<file path="src/acis_pkg.sv">
// Purpose: Constants for the converter clock and input select block
// Assumes: 16-bit registers on a plain strobe port, 4-bit word address
// Notes:   All offsets are word indices on the register port
`default_nettype none

package acis_pkg;

    // ------------------------------------------------------------
    // Register offsets
    // ------------------------------------------------------------
    localparam logic [3:0] OFS_CLK_CTRL = 4'h0;
    localparam logic [3:0] OFS_DMA_LEN  = 4'h1;
    localparam logic [3:0] OFS_CH123    = 4'h2;
    localparam logic [3:0] OFS_CH0      = 4'h3;
    localparam logic [3:0] OFS_MODE     = 4'h4;
    localparam logic [3:0] OFS_STATUS   = 4'h5;

    // ------------------------------------------------------------
    // Writable bit masks, unimplemented bits read zero
    // ------------------------------------------------------------
    localparam logic [15:0] MASK_CLK_CTRL = 16'h9FFF;
    localparam logic [15:0] MASK_DMA_LEN  = 16'h0007;
    localparam logic [15:0] MASK_CH123    = 16'h0707;
    localparam logic [15:0] MASK_CH0      = 16'h9F9F;
    localparam logic [15:0] MASK_MODE     = 16'h04E1;

    // ------------------------------------------------------------
    // Field positions
    // ------------------------------------------------------------
    localparam int CLK_SRC_BIT   = 15;
    localparam int SAMC_LSB      = 8;
    localparam int CH123_B_LSB   = 8;
    localparam int CH0_B_LSB     = 8;
    localparam int CH0_NEG_BIT   = 7;
    localparam int RES_MODE_BIT  = 10;
    localparam int TRIG_LSB      = 5;
    localparam int ALT_BIT       = 0;

    // ------------------------------------------------------------
    // Values after reset and codes
    // ------------------------------------------------------------
    localparam logic [15:0] REG_RESET   = 16'h0000;
    localparam logic [2:0]  TRIG_AUTO   = 3'h7;
    localparam logic [7:0]  DIV_MAX     = 8'h3F;
    localparam logic [4:0]  CH123_LO    = 5'h00;
    localparam logic [4:0]  CH123_HI    = 5'h03;
    localparam logic [4:0]  CH123_N_LO  = 5'h06;
    localparam logic [4:0]  CH123_N_HI  = 5'h09;

    typedef enum logic [1:0] {
        ACIS_IDLE,
        ACIS_SAMPLE,
        ACIS_CONVERT
    } acis_state_t;

endpackage : acis_pkg

`default_nettype wire

</file>
<file path="src/acis_ctrl.sv">
// Purpose: Conversion clock, auto sample timing and input selection
// Assumes: Converter core pulses conv_done once per conversion
// Notes:   rc_clk_in is asynchronous and passes a two-stage synchroniser
`default_nettype none

module acis_ctrl #(
    parameter bit SECOND_INSTANCE = 1'b0
) (
    // Clock and reset
    input  wire logic        core_clk,
    input  wire logic        rst,
    // Register port
    input  wire logic [3:0]  reg_addr,
    input  wire logic [15:0] reg_wdata,
    input  wire logic        reg_wr,
    input  wire logic        reg_rd,
    output logic      [15:0] reg_rdata,
    // Converter core handshake
    input  wire logic        rc_clk_in,
    input  wire logic        sample_start,
    input  wire logic        sample_end,
    input  wire logic        conv_done,
    output logic             sampling,
    output logic             conv_start,
    output logic             conv_clk_tick,
    // Input selection towards the analog mux
    output logic             use_sample_b,
    output logic             twelve_bit_mode,
    output logic      [4:0]  ch0_pos_input,
    output logic             ch0_neg_an1,
    output logic             ch123_enable,
    output logic      [4:0]  ch123_pos_base,
    output logic      [4:0]  ch123_neg_base,
    output logic             ch123_neg_ref,
    // DMA channel
    output logic      [7:0]  dma_words_per_input
);

    // ------------------------------------------------------------
    // Helpers
    // ------------------------------------------------------------
    function automatic logic [7:0] dma_words(input logic [2:0] code);
        dma_words = 8'h01 << code;
    endfunction

    function automatic logic [15:0] masked(input logic [15:0] v,
                                           input logic [15:0] m);
        masked = v & m;
    endfunction

    // ------------------------------------------------------------
    // Registers
    // ------------------------------------------------------------
    logic [15:0] clk_ctrl_reg;
    logic [15:0] dma_len_reg;
    logic [15:0] ch123_reg;
    logic [15:0] ch0_reg;
    logic [15:0] mode_reg;
    logic [15:0] ch0_wr_next;

    acis_pkg::acis_state_t state_reg;
    acis_pkg::acis_state_t state_next;

    logic        conv_clock_source_sel;
    logic [4:0]  auto_sample_time;
    logic [7:0]  conv_clock_divider;
    logic        resolution_mode;
    logic [2:0]  sample_trigger_source;
    logic        alternate_input_mode;
    logic        auto_mode;

    assign conv_clock_source_sel = clk_ctrl_reg[acis_pkg::CLK_SRC_BIT];
    assign auto_sample_time      = clk_ctrl_reg[acis_pkg::SAMC_LSB +: 5];
    assign conv_clock_divider    = clk_ctrl_reg[7:0];
    assign resolution_mode       = mode_reg[acis_pkg::RES_MODE_BIT];
    assign sample_trigger_source = mode_reg[acis_pkg::TRIG_LSB +: 3];
    assign alternate_input_mode  = mode_reg[acis_pkg::ALT_BIT];
    assign auto_mode = (sample_trigger_source == acis_pkg::TRIG_AUTO);

    // Second instance has no upper sixteen inputs
    always_comb begin
        ch0_wr_next = masked(reg_wdata, acis_pkg::MASK_CH0);
        if (SECOND_INSTANCE) begin
            ch0_wr_next[4] = 1'b0;
            ch0_wr_next[acis_pkg::CH0_B_LSB + 4] = 1'b0;
        end
    end

    always_ff @(posedge core_clk or posedge rst) begin
        if (rst) begin
            clk_ctrl_reg <= acis_pkg::REG_RESET;
            dma_len_reg  <= acis_pkg::REG_RESET;
            ch123_reg    <= acis_pkg::REG_RESET;
            ch0_reg      <= acis_pkg::REG_RESET;
            mode_reg     <= acis_pkg::REG_RESET;
        end else if (reg_wr) begin
            case (reg_addr)
                acis_pkg::OFS_CLK_CTRL:
                    clk_ctrl_reg <= masked(reg_wdata, acis_pkg::MASK_CLK_CTRL);
                acis_pkg::OFS_DMA_LEN:
                    dma_len_reg <= masked(reg_wdata, acis_pkg::MASK_DMA_LEN);
                acis_pkg::OFS_CH123:
                    ch123_reg <= masked(reg_wdata, acis_pkg::MASK_CH123);
                acis_pkg::OFS_CH0:
                    ch0_reg <= ch0_wr_next;
                acis_pkg::OFS_MODE:
                    mode_reg <= masked(reg_wdata, acis_pkg::MASK_MODE);
                default: begin
                end
            endcase
        end
    end

    // ------------------------------------------------------------
    // Read port, data valid only in the cycle after the strobe
    // ------------------------------------------------------------
    always_ff @(posedge core_clk or posedge rst) begin
        if (rst) begin
            reg_rdata <= 16'h0000;
        end else if (reg_rd) begin
            case (reg_addr)
                acis_pkg::OFS_CLK_CTRL: reg_rdata <= clk_ctrl_reg;
                acis_pkg::OFS_DMA_LEN:  reg_rdata <= dma_len_reg;
                acis_pkg::OFS_CH123:
                    reg_rdata <= resolution_mode ? 16'h0000 : ch123_reg;
                acis_pkg::OFS_CH0:      reg_rdata <= ch0_reg;
                acis_pkg::OFS_MODE:     reg_rdata <= mode_reg;
                acis_pkg::OFS_STATUS:
                    reg_rdata <= {13'h0000, use_sample_b,
                                  state_reg == acis_pkg::ACIS_CONVERT,
                                  state_reg == acis_pkg::ACIS_SAMPLE};
                default:                reg_rdata <= 16'h0000;
            endcase
        end else begin
            reg_rdata <= 16'h0000;
        end
    end

    // ------------------------------------------------------------
    // Conversion clock
    // ------------------------------------------------------------
    logic       rc_sync1_reg;
    logic       rc_sync2_reg;
    logic       rc_prev_reg;
    logic       rc_rise;
    logic [7:0] div_cnt_reg;
    logic [7:0] div_lim;
    logic       div_hit;
    logic       clk_wr;

    // Reserved divider codes clamp to the longest legal period
    assign div_lim = (conv_clock_divider > acis_pkg::DIV_MAX) ?
                     acis_pkg::DIV_MAX : conv_clock_divider;
    assign div_hit = (div_cnt_reg == div_lim);
    assign rc_rise = rc_sync2_reg & ~rc_prev_reg;
    assign clk_wr  = reg_wr && (reg_addr == acis_pkg::OFS_CLK_CTRL);

    always_ff @(posedge core_clk or posedge rst) begin
        if (rst) begin
            rc_sync1_reg <= 1'b0;
            rc_sync2_reg <= 1'b0;
            rc_prev_reg  <= 1'b0;
        end else begin
            rc_sync1_reg <= rc_clk_in;
            rc_sync2_reg <= rc_sync1_reg;
            rc_prev_reg  <= rc_sync2_reg;
        end
    end

    // Restart on write so a new period starts cleanly
    always_ff @(posedge core_clk or posedge rst) begin
        if (rst) begin
            div_cnt_reg <= 8'h00;
        end else if (clk_wr || div_hit) begin
            div_cnt_reg <= 8'h00;
        end else begin
            div_cnt_reg <= div_cnt_reg + 8'h01;
        end
    end

    always_ff @(posedge core_clk or posedge rst) begin
        if (rst) begin
            conv_clk_tick <= 1'b0;
        end else begin
            conv_clk_tick <= conv_clock_source_sel ? rc_rise
                                                   : div_hit;
        end
    end

    // ------------------------------------------------------------
    // Sample and convert sequencing
    // ------------------------------------------------------------
    logic [4:0] samp_cnt_reg;
    logic       end_now;

    // Auto mode ignores the external end strobe
    assign end_now = auto_mode ? (samp_cnt_reg == auto_sample_time)
                               : sample_end;
    assign sampling = (state_reg == acis_pkg::ACIS_SAMPLE);

    always_comb begin
        state_next = state_reg;
        case (state_reg)
            acis_pkg::ACIS_IDLE:
                if (sample_start) state_next = acis_pkg::ACIS_SAMPLE;
            acis_pkg::ACIS_SAMPLE:
                if (end_now) state_next = acis_pkg::ACIS_CONVERT;
            acis_pkg::ACIS_CONVERT:
                if (conv_done) state_next = acis_pkg::ACIS_IDLE;
            default:
                state_next = acis_pkg::ACIS_IDLE;
        endcase
    end

    always_ff @(posedge core_clk or posedge rst) begin
        if (rst) begin
            state_reg <= acis_pkg::ACIS_IDLE;
        end else begin
            state_reg <= state_next;
        end
    end

    always_ff @(posedge core_clk or posedge rst) begin
        if (rst) begin
            samp_cnt_reg <= 5'h00;
        end else if (state_reg != acis_pkg::ACIS_SAMPLE) begin
            samp_cnt_reg <= 5'h00;
        end else if (conv_clk_tick && !end_now) begin
            samp_cnt_reg <= samp_cnt_reg + 5'h01;
        end
    end

    always_ff @(posedge core_clk or posedge rst) begin
        if (rst) begin
            conv_start <= 1'b0;
        end else begin
            conv_start <= sampling && end_now;
        end
    end

    always_ff @(posedge core_clk or posedge rst) begin
        if (rst) begin
            use_sample_b <= 1'b0;
        end else if (!alternate_input_mode) begin
            use_sample_b <= 1'b0;
        end else if (state_reg == acis_pkg::ACIS_CONVERT && conv_done) begin
            use_sample_b <= ~use_sample_b;
        end
    end

    // ------------------------------------------------------------
    // Input selection outputs
    // ------------------------------------------------------------
    logic [4:0] ch0_pos_sel_a;
    logic [4:0] ch0_pos_sel_b;
    logic       ch_zero_neg_sel_a;
    logic       ch_zero_neg_sel_b;
    logic       ch1to3_pos_sel_a;
    logic       ch1to3_pos_sel_b;
    logic [1:0] ch1to3_neg_sel_a;
    logic [1:0] ch1to3_neg_sel_b;
    logic [1:0] neg_code;

    assign ch0_pos_sel_a     = ch0_reg[4:0];
    assign ch0_pos_sel_b     = ch0_reg[acis_pkg::CH0_B_LSB +: 5];
    assign ch_zero_neg_sel_a = ch0_reg[acis_pkg::CH0_NEG_BIT];
    assign ch_zero_neg_sel_b = ch0_reg[acis_pkg::CH0_NEG_BIT + acis_pkg::CH0_B_LSB];
    assign ch1to3_pos_sel_a  = ch123_reg[0];
    assign ch1to3_pos_sel_b  = ch123_reg[acis_pkg::CH123_B_LSB];
    assign ch1to3_neg_sel_a  = ch123_reg[2:1];
    assign ch1to3_neg_sel_b  = ch123_reg[acis_pkg::CH123_B_LSB + 1 +: 2];
    assign neg_code = use_sample_b ? ch1to3_neg_sel_b : ch1to3_neg_sel_a;

    always_ff @(posedge core_clk or posedge rst) begin
        if (rst) begin
            ch0_pos_input       <= 5'h00;
            ch0_neg_an1         <= 1'b0;
            ch123_enable        <= 1'b0;
            ch123_pos_base      <= acis_pkg::CH123_LO;
            ch123_neg_base      <= acis_pkg::CH123_N_LO;
            ch123_neg_ref       <= 1'b1;
            twelve_bit_mode     <= 1'b0;
            dma_words_per_input <= 8'h01;
        end else begin
            ch0_pos_input   <= use_sample_b ? ch0_pos_sel_b : ch0_pos_sel_a;
            ch0_neg_an1     <= use_sample_b ? ch_zero_neg_sel_b
                                            : ch_zero_neg_sel_a;
            twelve_bit_mode <= resolution_mode;
            ch123_enable    <= !resolution_mode;
            if (resolution_mode) begin
                ch123_pos_base <= acis_pkg::CH123_LO;
                ch123_neg_ref  <= 1'b1;
                ch123_neg_base <= acis_pkg::CH123_N_LO;
            end else begin
                ch123_pos_base <= (use_sample_b ? ch1to3_pos_sel_b : ch1to3_pos_sel_a)
                                  ? acis_pkg::CH123_HI : acis_pkg::CH123_LO;
                ch123_neg_ref  <= !neg_code[1];
                ch123_neg_base <= neg_code[0] ? acis_pkg::CH123_N_HI
                                              : acis_pkg::CH123_N_LO;
            end
            dma_words_per_input <= dma_words(dma_len_reg[2:0]);
        end
    end

    // ------------------------------------------------------------
    // Assertions
    // ------------------------------------------------------------
    logic [7:0] gap_reg;
    logic       gap_valid_reg;

    // Gap measured from tick to tick, trusted only after a full period since a write
    always_ff @(posedge core_clk or posedge rst) begin
        if (rst) begin
            gap_reg       <= 8'h00;
            gap_valid_reg <= 1'b0;
        end else begin
            gap_reg       <= conv_clk_tick ? 8'h00 : gap_reg + 8'h01;
            gap_valid_reg <= !clk_wr && (gap_valid_reg || conv_clk_tick);
        end
    end

    a_div_period: assert property (@(posedge core_clk) disable iff (rst)
        (conv_clk_tick && gap_valid_reg && !conv_clock_source_sel) |->
        gap_reg == ((conv_clock_divider > acis_pkg::DIV_MAX) ? acis_pkg::DIV_MAX : conv_clock_divider))
        else $error("divided clock period wrong");

    a_tick_source: assert property (@(posedge core_clk) disable iff (rst)
        ($past(conv_clock_source_sel) && !$past(rc_rise)) |-> !conv_clk_tick)
        else $error("tick while rc clock idle");

    a_auto_end: assert property (@(posedge core_clk) disable iff (rst)
        (sampling && auto_mode && samp_cnt_reg == auto_sample_time) |=> conv_start)
        else $error("auto sample did not end");

    a_auto_hold: assert property (@(posedge core_clk) disable iff (rst)
        (sampling && auto_mode && samp_cnt_reg != auto_sample_time) |=> !conv_start)
        else $error("auto sample ended early");

    a_manual_end: assert property (@(posedge core_clk) disable iff (rst)
        (sampling && !auto_mode && sample_end) |=> conv_start ##1 !sampling)
        else $error("manual end not taken");

    a_dma_words: assert property (@(posedge core_clk) disable iff (rst)
        ##1 dma_words_per_input == (8'h01 << $past(dma_len_reg[2:0])))
        else $error("dma length decode wrong");

    a_ch123_hidden: assert property (@(posedge core_clk) disable iff (rst)
        (reg_rd && reg_addr == acis_pkg::OFS_CH123 && resolution_mode) |=> reg_rdata == 16'h0000)
        else $error("channel 1-3 select visible in 12-bit");

    a_ch0_pick: assert property (@(posedge core_clk) disable iff (rst)
        ##1 ch0_pos_input == ($past(use_sample_b) ? $past(ch0_pos_sel_b) : $past(ch0_pos_sel_a)))
        else $error("channel 0 positive select wrong");

    a_second_limit: assert property (@(posedge core_clk) disable iff (rst)
        SECOND_INSTANCE |-> !ch0_pos_input[4])
        else $error("second instance beyond AN15");

    a_alt_toggle: assert property (@(posedge core_clk) disable iff (rst)
        (alternate_input_mode && state_reg == acis_pkg::ACIS_CONVERT && conv_done)
        |=> use_sample_b != $past(use_sample_b))
        else $error("alternate sample not toggled");

    a_reserved_zero: assert property (@(posedge core_clk) disable iff (rst)
        (reg_rd && reg_addr == acis_pkg::OFS_CLK_CTRL) |=> reg_rdata[14:13] == 2'b00)
        else $error("reserved clock bits not zero");

endmodule // acis_ctrl

`default_nettype wire

</file>
<file path="config.mk">
export PLATFORM = sky130hd
export DESIGN_NAME = acis_ctrl
export DESIGN_NICKNAME = d
export VERILOG_FILES = /design/src/acis_pkg.sv /design/src/acis_ctrl.sv
export SDC_FILE = /design/constraint.sdc
export NUM_CORES = 1
export LEC_CHECK = 0
export BUFFER_PORTS_ARGS = -buffer_cell sky130_fd_sc_hd__buf_2
export CORE_ASPECT_RATIO = 1.25
export CORE_UTILIZATION = 50
export CTS_BUF_LIST = sky130_fd_sc_hd__clkbuf_4 sky130_fd_sc_hd__clkbuf_8 sky130_fd_sc_hd__clkbuf_16
export CTS_CLUSTER_SIZE = 24
export DETAILED_ROUTE_END_ITERATION = 12
export PLACE_DENSITY = 0.79
export SLEW_MARGIN = 10
export SYNTH_ARGS = -nofsm -noshare
export SYNTH_HDL_FRONTEND = slang
export SYNTH_SLANG_ARGS = --single-unit
</file>
<file path="constraint.sdc">
create_clock -name core_clk -period 3.5 [get_ports core_clk]
set_input_delay 0.875 -clock core_clk [delete_from_list [all_inputs] [get_ports core_clk]]
set_output_delay 0.875 -clock core_clk [all_outputs]
set_load 0.01 [all_outputs]
</file>
# Word-level counts from Yosys, hierarchy flattened

Index checks and enable logic that the tools add are counted.

Word-level logic and storage cells: 86
Register bits after elaboration: 104
Output and inout port bits: 47
Bits of input ports: 28

Shifts and indexed selects: 1
Reduce and logical (&&, ||, !) cells: 17
Bitwise logic cells: 3
Add/sub/neg operators: 2
Magnitude comparators: 1
Equal/unequal tests: 15
Mux-type cells: 24

Operator list:

| operator              | count |
|---|---|
| $pmux W16 S6          | 1 |
| $mux W16              | 1 |
| $mux W8               | 2 |
| $mux W5               | 3 |
| $mux W2               | 6 |
| $mux W11              | 1 |
| $reduce_and A2 Y1     | 5 |
| $add A8 B1 Y8 const B | 1 |
| $eq A4 B2 Y1 const B  | 2 |
| $eq A4 B3 Y1 const B  | 2 |
| $eq A8 B8 Y1          | 1 |
| $gt A8 B6 Y1 const B  | 1 |
| $mux W4               | 2 |
| $shl A1 B3 Y8 const A | 1 |
| $mux W1               | 7 |
| $ne A2 B1 Y1 const B  | 3 |
| $pmux W2 S3           | 1 |
| $add A5 B1 Y5 const B | 1 |
| $eq A5 B5 Y1          | 1 |
| $eq A4 B1 Y1 const B  | 1 |
| $logic_and A1 B1 Y1   | 4 |
| $logic_not A4 Y1      | 1 |
| $ne A2 B2 Y1 const B  | 2 |
| $eq A3 B3 Y1 const B  | 1 |
| other kinds (9)       | 12 |

# Longest topological paths before layout

Word-level depth: 6
Mapped depth: 6

# Least setup slack after synthesis

Ideal clock, no wire load.

Path type: input-to-reg
Start: in reg_addr[0]
End: reg clk_ctrl_reg[0]
Path slack: 1393 ps
Data arrival time: 1982 ps
Required time: 3375 ps
Buffers on the path: 2
Stages on the path: 5
Path through: clkbuf_1 > nor2_1 > nand3_1 > buf_2 > mux2_2

Cells in the longest elaborated chain, start to end: 2

RTL lines:

| what                        | RTL line        | text |
|---|---|---|
| start, declared             | acis_ctrl.sv:13 | `input wire logic [3:0] reg_addr,` |
| $logic_not A4 Y1            | acis_ctrl.sv:97 | `case (reg_addr)` |
| $reduce_and A2 Y1 (no line) | --              |  |
| end signal, assigned        | acis_ctrl.sv:91 | `clk_ctrl_reg <= acis_pkg::REG_RESET;` |
| end signal, assigned        | acis_ctrl.sv:99 | `clk_ctrl_reg <= masked(reg_wdata, acis_pkg::MASK_CLK_CTRL);` |
| end, declared               | acis_ctrl.sv:54 | `logic [15:0] clk_ctrl_reg;` |

Every way passes these cells.
A chain may end at the register's enable or synchronous reset.

# Worst setup path in the final report

Start: in reg_addr[2]
End: reg ch0_reg[1]

Cells in the longest elaborated chain, start to end: 2

RTL lines:

| what                        | RTL line         | text |
|---|---|---|
| $eq A4 B2 Y1                | acis_ctrl.sv:97  |  |
| $reduce_and A2 Y1 (no line) | --               |  |
| end signal, assigned        | acis_ctrl.sv:94  | `ch0_reg <= acis_pkg::REG_RESET;` |
| end signal, assigned        | acis_ctrl.sv:105 | `ch0_reg <= ch0_wr_next;` |
| end, declared               | acis_ctrl.sv:57  | `logic [15:0] ch0_reg;` |

Every way passes these cells.

==> results by stage <==
Logic synthesis:
- The top cell type by area accounts for 56.3% of the synthesized area.
- After synthesis, the mean cell area works out to 12.5 um2.
- The synthesized design contains 95 register bits.
- Sequential elements use 58.2% of the synthesized area.
- The leading register cell type out of synthesis is dfrtp_1.
- Yosys printed 0 warnings.
- In the post-synthesis netlist, the biggest area contributors are dfrtp_1, mux2_2, nor2_1.
- The share of synthesized flip-flops with an asynchronous set or reset is 100%.
- The top cell type by total area after synthesis is dfrtp_1.
- Counting flops with a built-in enable in the synthesized netlist gives 0.
- The cell area after synthesis is 4090 um2.
- The unique cell type count in the Yosys netlist is 49.
- Synthesis handed over a netlist of 327 instances.

GRT:
- The number of global-route vias before repair is 2747.
- The total track usage is 20.7%.
- The pin count of the biggest net entering global routing is 55.
- The overflow left after global routing is 0.
- The first global-routing pass estimated 13500 um of wire.
- The number of antenna violations at the first check in global routing is 0.

Flow run:
- The max-cap violation count is 0.

Pwr:
- The worst vdd rail ir drop is 0.000351 V.
- The ratio of total power to cell area is 636 nW/um2.
- Summing internal, switching and leakage power gives 0.00300 W.
- Summed over all cells, the static leakage comes to 2.28 nW.

Layout:
- At the end of the flow, the number of nets in the layout was 420.
- The repair_antennas step left the layout with diodes totalling 0.
- The area added between synthesis and finish is 15.4%.
- The library cell used most frequently in the layout, excluding fill and tap cells, is dfrtp_1.
- The multi-input gate area in the final layout is 1590 um2.
- In the layout the commonest cells are dfrtp_1, buf_2, mux2_2.
- Counting the fill cells in the layout gives 615.
- Summing all flip-flop and latch instances after layout gives 2380 um2.
- The layout cell share with drive strength beyond 1 is 38.0%.

Clock tree:
- The H-tree depth reported by CTS is 3.
- The count of clock tree sinks is 95.
- The CTS tree is done.
- The quantity of hold-fixing buffers added after cts is 0.
- Clock tree synthesis selected as its root buffer the cell clkbuf_8.
- At the later pin of the worst-skew pair, clock insertion delay measures 0.36 ns.
- The maximum clock path buffer count is 2.
- The post-CTS repair timing setup buffer count is 0.
- The post-CTS clock slew at the launch and capture registers of the worst setup and hold paths is 0.09 ns.
- The number of gates resized after CTS was 0.
- The number of CTS-inserted buffers is 9.

Setup path:
- Traced cell by cell, the critical path runs through buf_2 > nor2_2 > and3_1 > nand2_1 > mux2_2.
- The worst setup path is launched from an input port.
- Of all nets on the critical path, the largest fanout is 13.
- In this design, the stage delay of the slowest critical-path cell is 0.54 ns.
- At the worst endpoint, the required time is 3.75 ns.
- The cell type group with the largest total delay on the critical path is simple AND/OR/NAND/NOR gates.
- The setup check on the worst reg-to-reg path leaves a slack of 1.70 ns.
- The critical path in this run is classified as input port to flop.
- For this design, the slowest cell found on the critical path is and3_1.
- The kind of end point of the critical path is a flop.
- The arrival time at the worst endpoint is 2.68 ns.
- The worst path buffer plus inverter count is 1.

STA:
- The final sum of negative setup slack is 0 ns.
- Setup violations remaining at the end of the flow were counted as 0.
- The portion of the clock cycle consumed by the worst path in the final layout is 69.3%.
- The max-slew headroom at the worst pin is 51.8%.
- Setup repair after global routing left no endpoint under its margin.
- Static timing analysis puts the maximum clock frequency at 412 MHz.
- The worst setup slack after layout is 1.07 ns.
- The count of endpoints failing hold in the final timing report is 0.
- The routed design could run at a clock period as short as 2.43 ns.
- The clock tree skew after final layout is 0.00680 ns.
- Across all hold checks on the routed design, the worst slack comes to 0.360 ns.
- The slew of the pin with the lowest slew margin is 0.722 ns.
- The number of max-slew violations in the final report was 0.

Route:
- After detailed routing, the number of vias per cell comes to 5.59.
- The routed design has 8100 um of wire.
- After detailed routing, the number of remaining DRC violations is 0.
- The detailed-router iteration count before antenna repair is 4.
- The via count is 2737.
- The final antenna-violating net count is 0.
- Dividing the detail-routed wire length by the instance count gives 16.5 um.
- In this run, the number of DRC markers left after iteration 0 of detailed routing was 190.

Floorplanning:
- During I/O placement, the number of pins put on the boundary was 75.
- The die height is 103 um.
- The core footprint is 7880 um2.
- The overall die area is 8550 um2.
- The die boundary width is 82.9 um.
- The row count is 36.
- The initial utilization of the core area, before any placement, comes to 51.9%.

Min path:
- The min-delay analysis places its worst path in the category flop to flop.

Placed design:
- The worst-case setup slack after placement is 0.717 ns.
- Detailed placement finished with a half-perimeter wire length of 5780 um.
- The count of input and output buffers is 66.
- The routability congestion estimate is 0.827.

Run status:
- The flow ran to the end, and the final reports show no timing, DRC or antenna violations.
final timing paths:
kind	start	endpoint	cells after the start
min in group asynchronous	rst	ch0_reg[15]$_DFFE_PP0P_	2
worst max register to register	div_cnt_reg[2]$_DFF_PP0_	div_cnt_reg[1]$_DFF_PP0_	5
worst min register to register	rc_sync1_reg$_DFF_PP0_	rc_sync2_reg$_DFF_PP0_	0
max in group asynchronous	rst	ch123_neg_ref$_DFF_PP1_	3
worst min-delay path	rc_sync1_reg$_DFF_PP0_	rc_sync2_reg$_DFF_PP0_	0
worst max-delay path	reg_addr[2]	ch0_reg[1]$_DFFE_PP0P_	5
through the flow:
stage / util (%) / instance area (um2) / cells
floorplan: - / 4110 / 332
global placement: 56.8 / 4480 / 474
detailed placement: 56.8 / 4480 / 474
CTS: 59.9 / 4720 / 490
global route: 59.9 / 4720 / 490
finish: 59.9 / 4720 / 490
cells by family after synthesis:
logic type               count (synthesis)  synth area share (%)
multiplexers                            56                  15.2
flip-flops                              95                  58.2
AO/OA/AOI/OAI                           35                  7.09
AND/OR/NAND/NOR                         95                  12.1
other                                    1                0.0916
adder cells (fa/ha/maj)                  2                 0.611
buffers and inverters                   28                  3.55
XOR/XNOR                                15                  3.21
final cells by class:
class	count	share of cell area, %
Multi-Input combinational cell	209	33.7
Clock inverter	4	2.01
Tap cell	95	2.52
Sequential cell	95	50.4
Timing Repair Buffer	69	7.74
Inverter	6	0.503
Clock buffer	12	3.10
synthesized netlist by cell type (5+ instances only):
cell,n
buf_4,9
clkbuf_1,8
buf_2,5
nor2_1,31
inv_1,5
a21oi_1,9
xor2_1,9
mux2i_1,7
mux2_2,49
nand2_1,22
a222oi_1,6
a22oi_1,8
xnor2_1,6
nor3_1,5
nand3_1,5
dfrtp_1,92
metal layers:
layer	wire length, um	GRT usage (%)	vias up
met5	0	0	-
met4	193	11.0	0
met3	335	3.92	17
met2	4200	36.0	81
met1	3370	24.7	1378
li1	-	-	1261
where the power goes:
group | internal (W) | total (W) | leakage (nW) | switching [W]
combinational | 0.000320 | 0.000617 | 0.945 | 0.000297
clock | 0.000498 | 0.000861 | 0.125 | 0.000363
sequential | 0.00132 | 0.00153 | 1.21 | 0.000208
No activity file was read; power rests on OpenSTA's default activity.
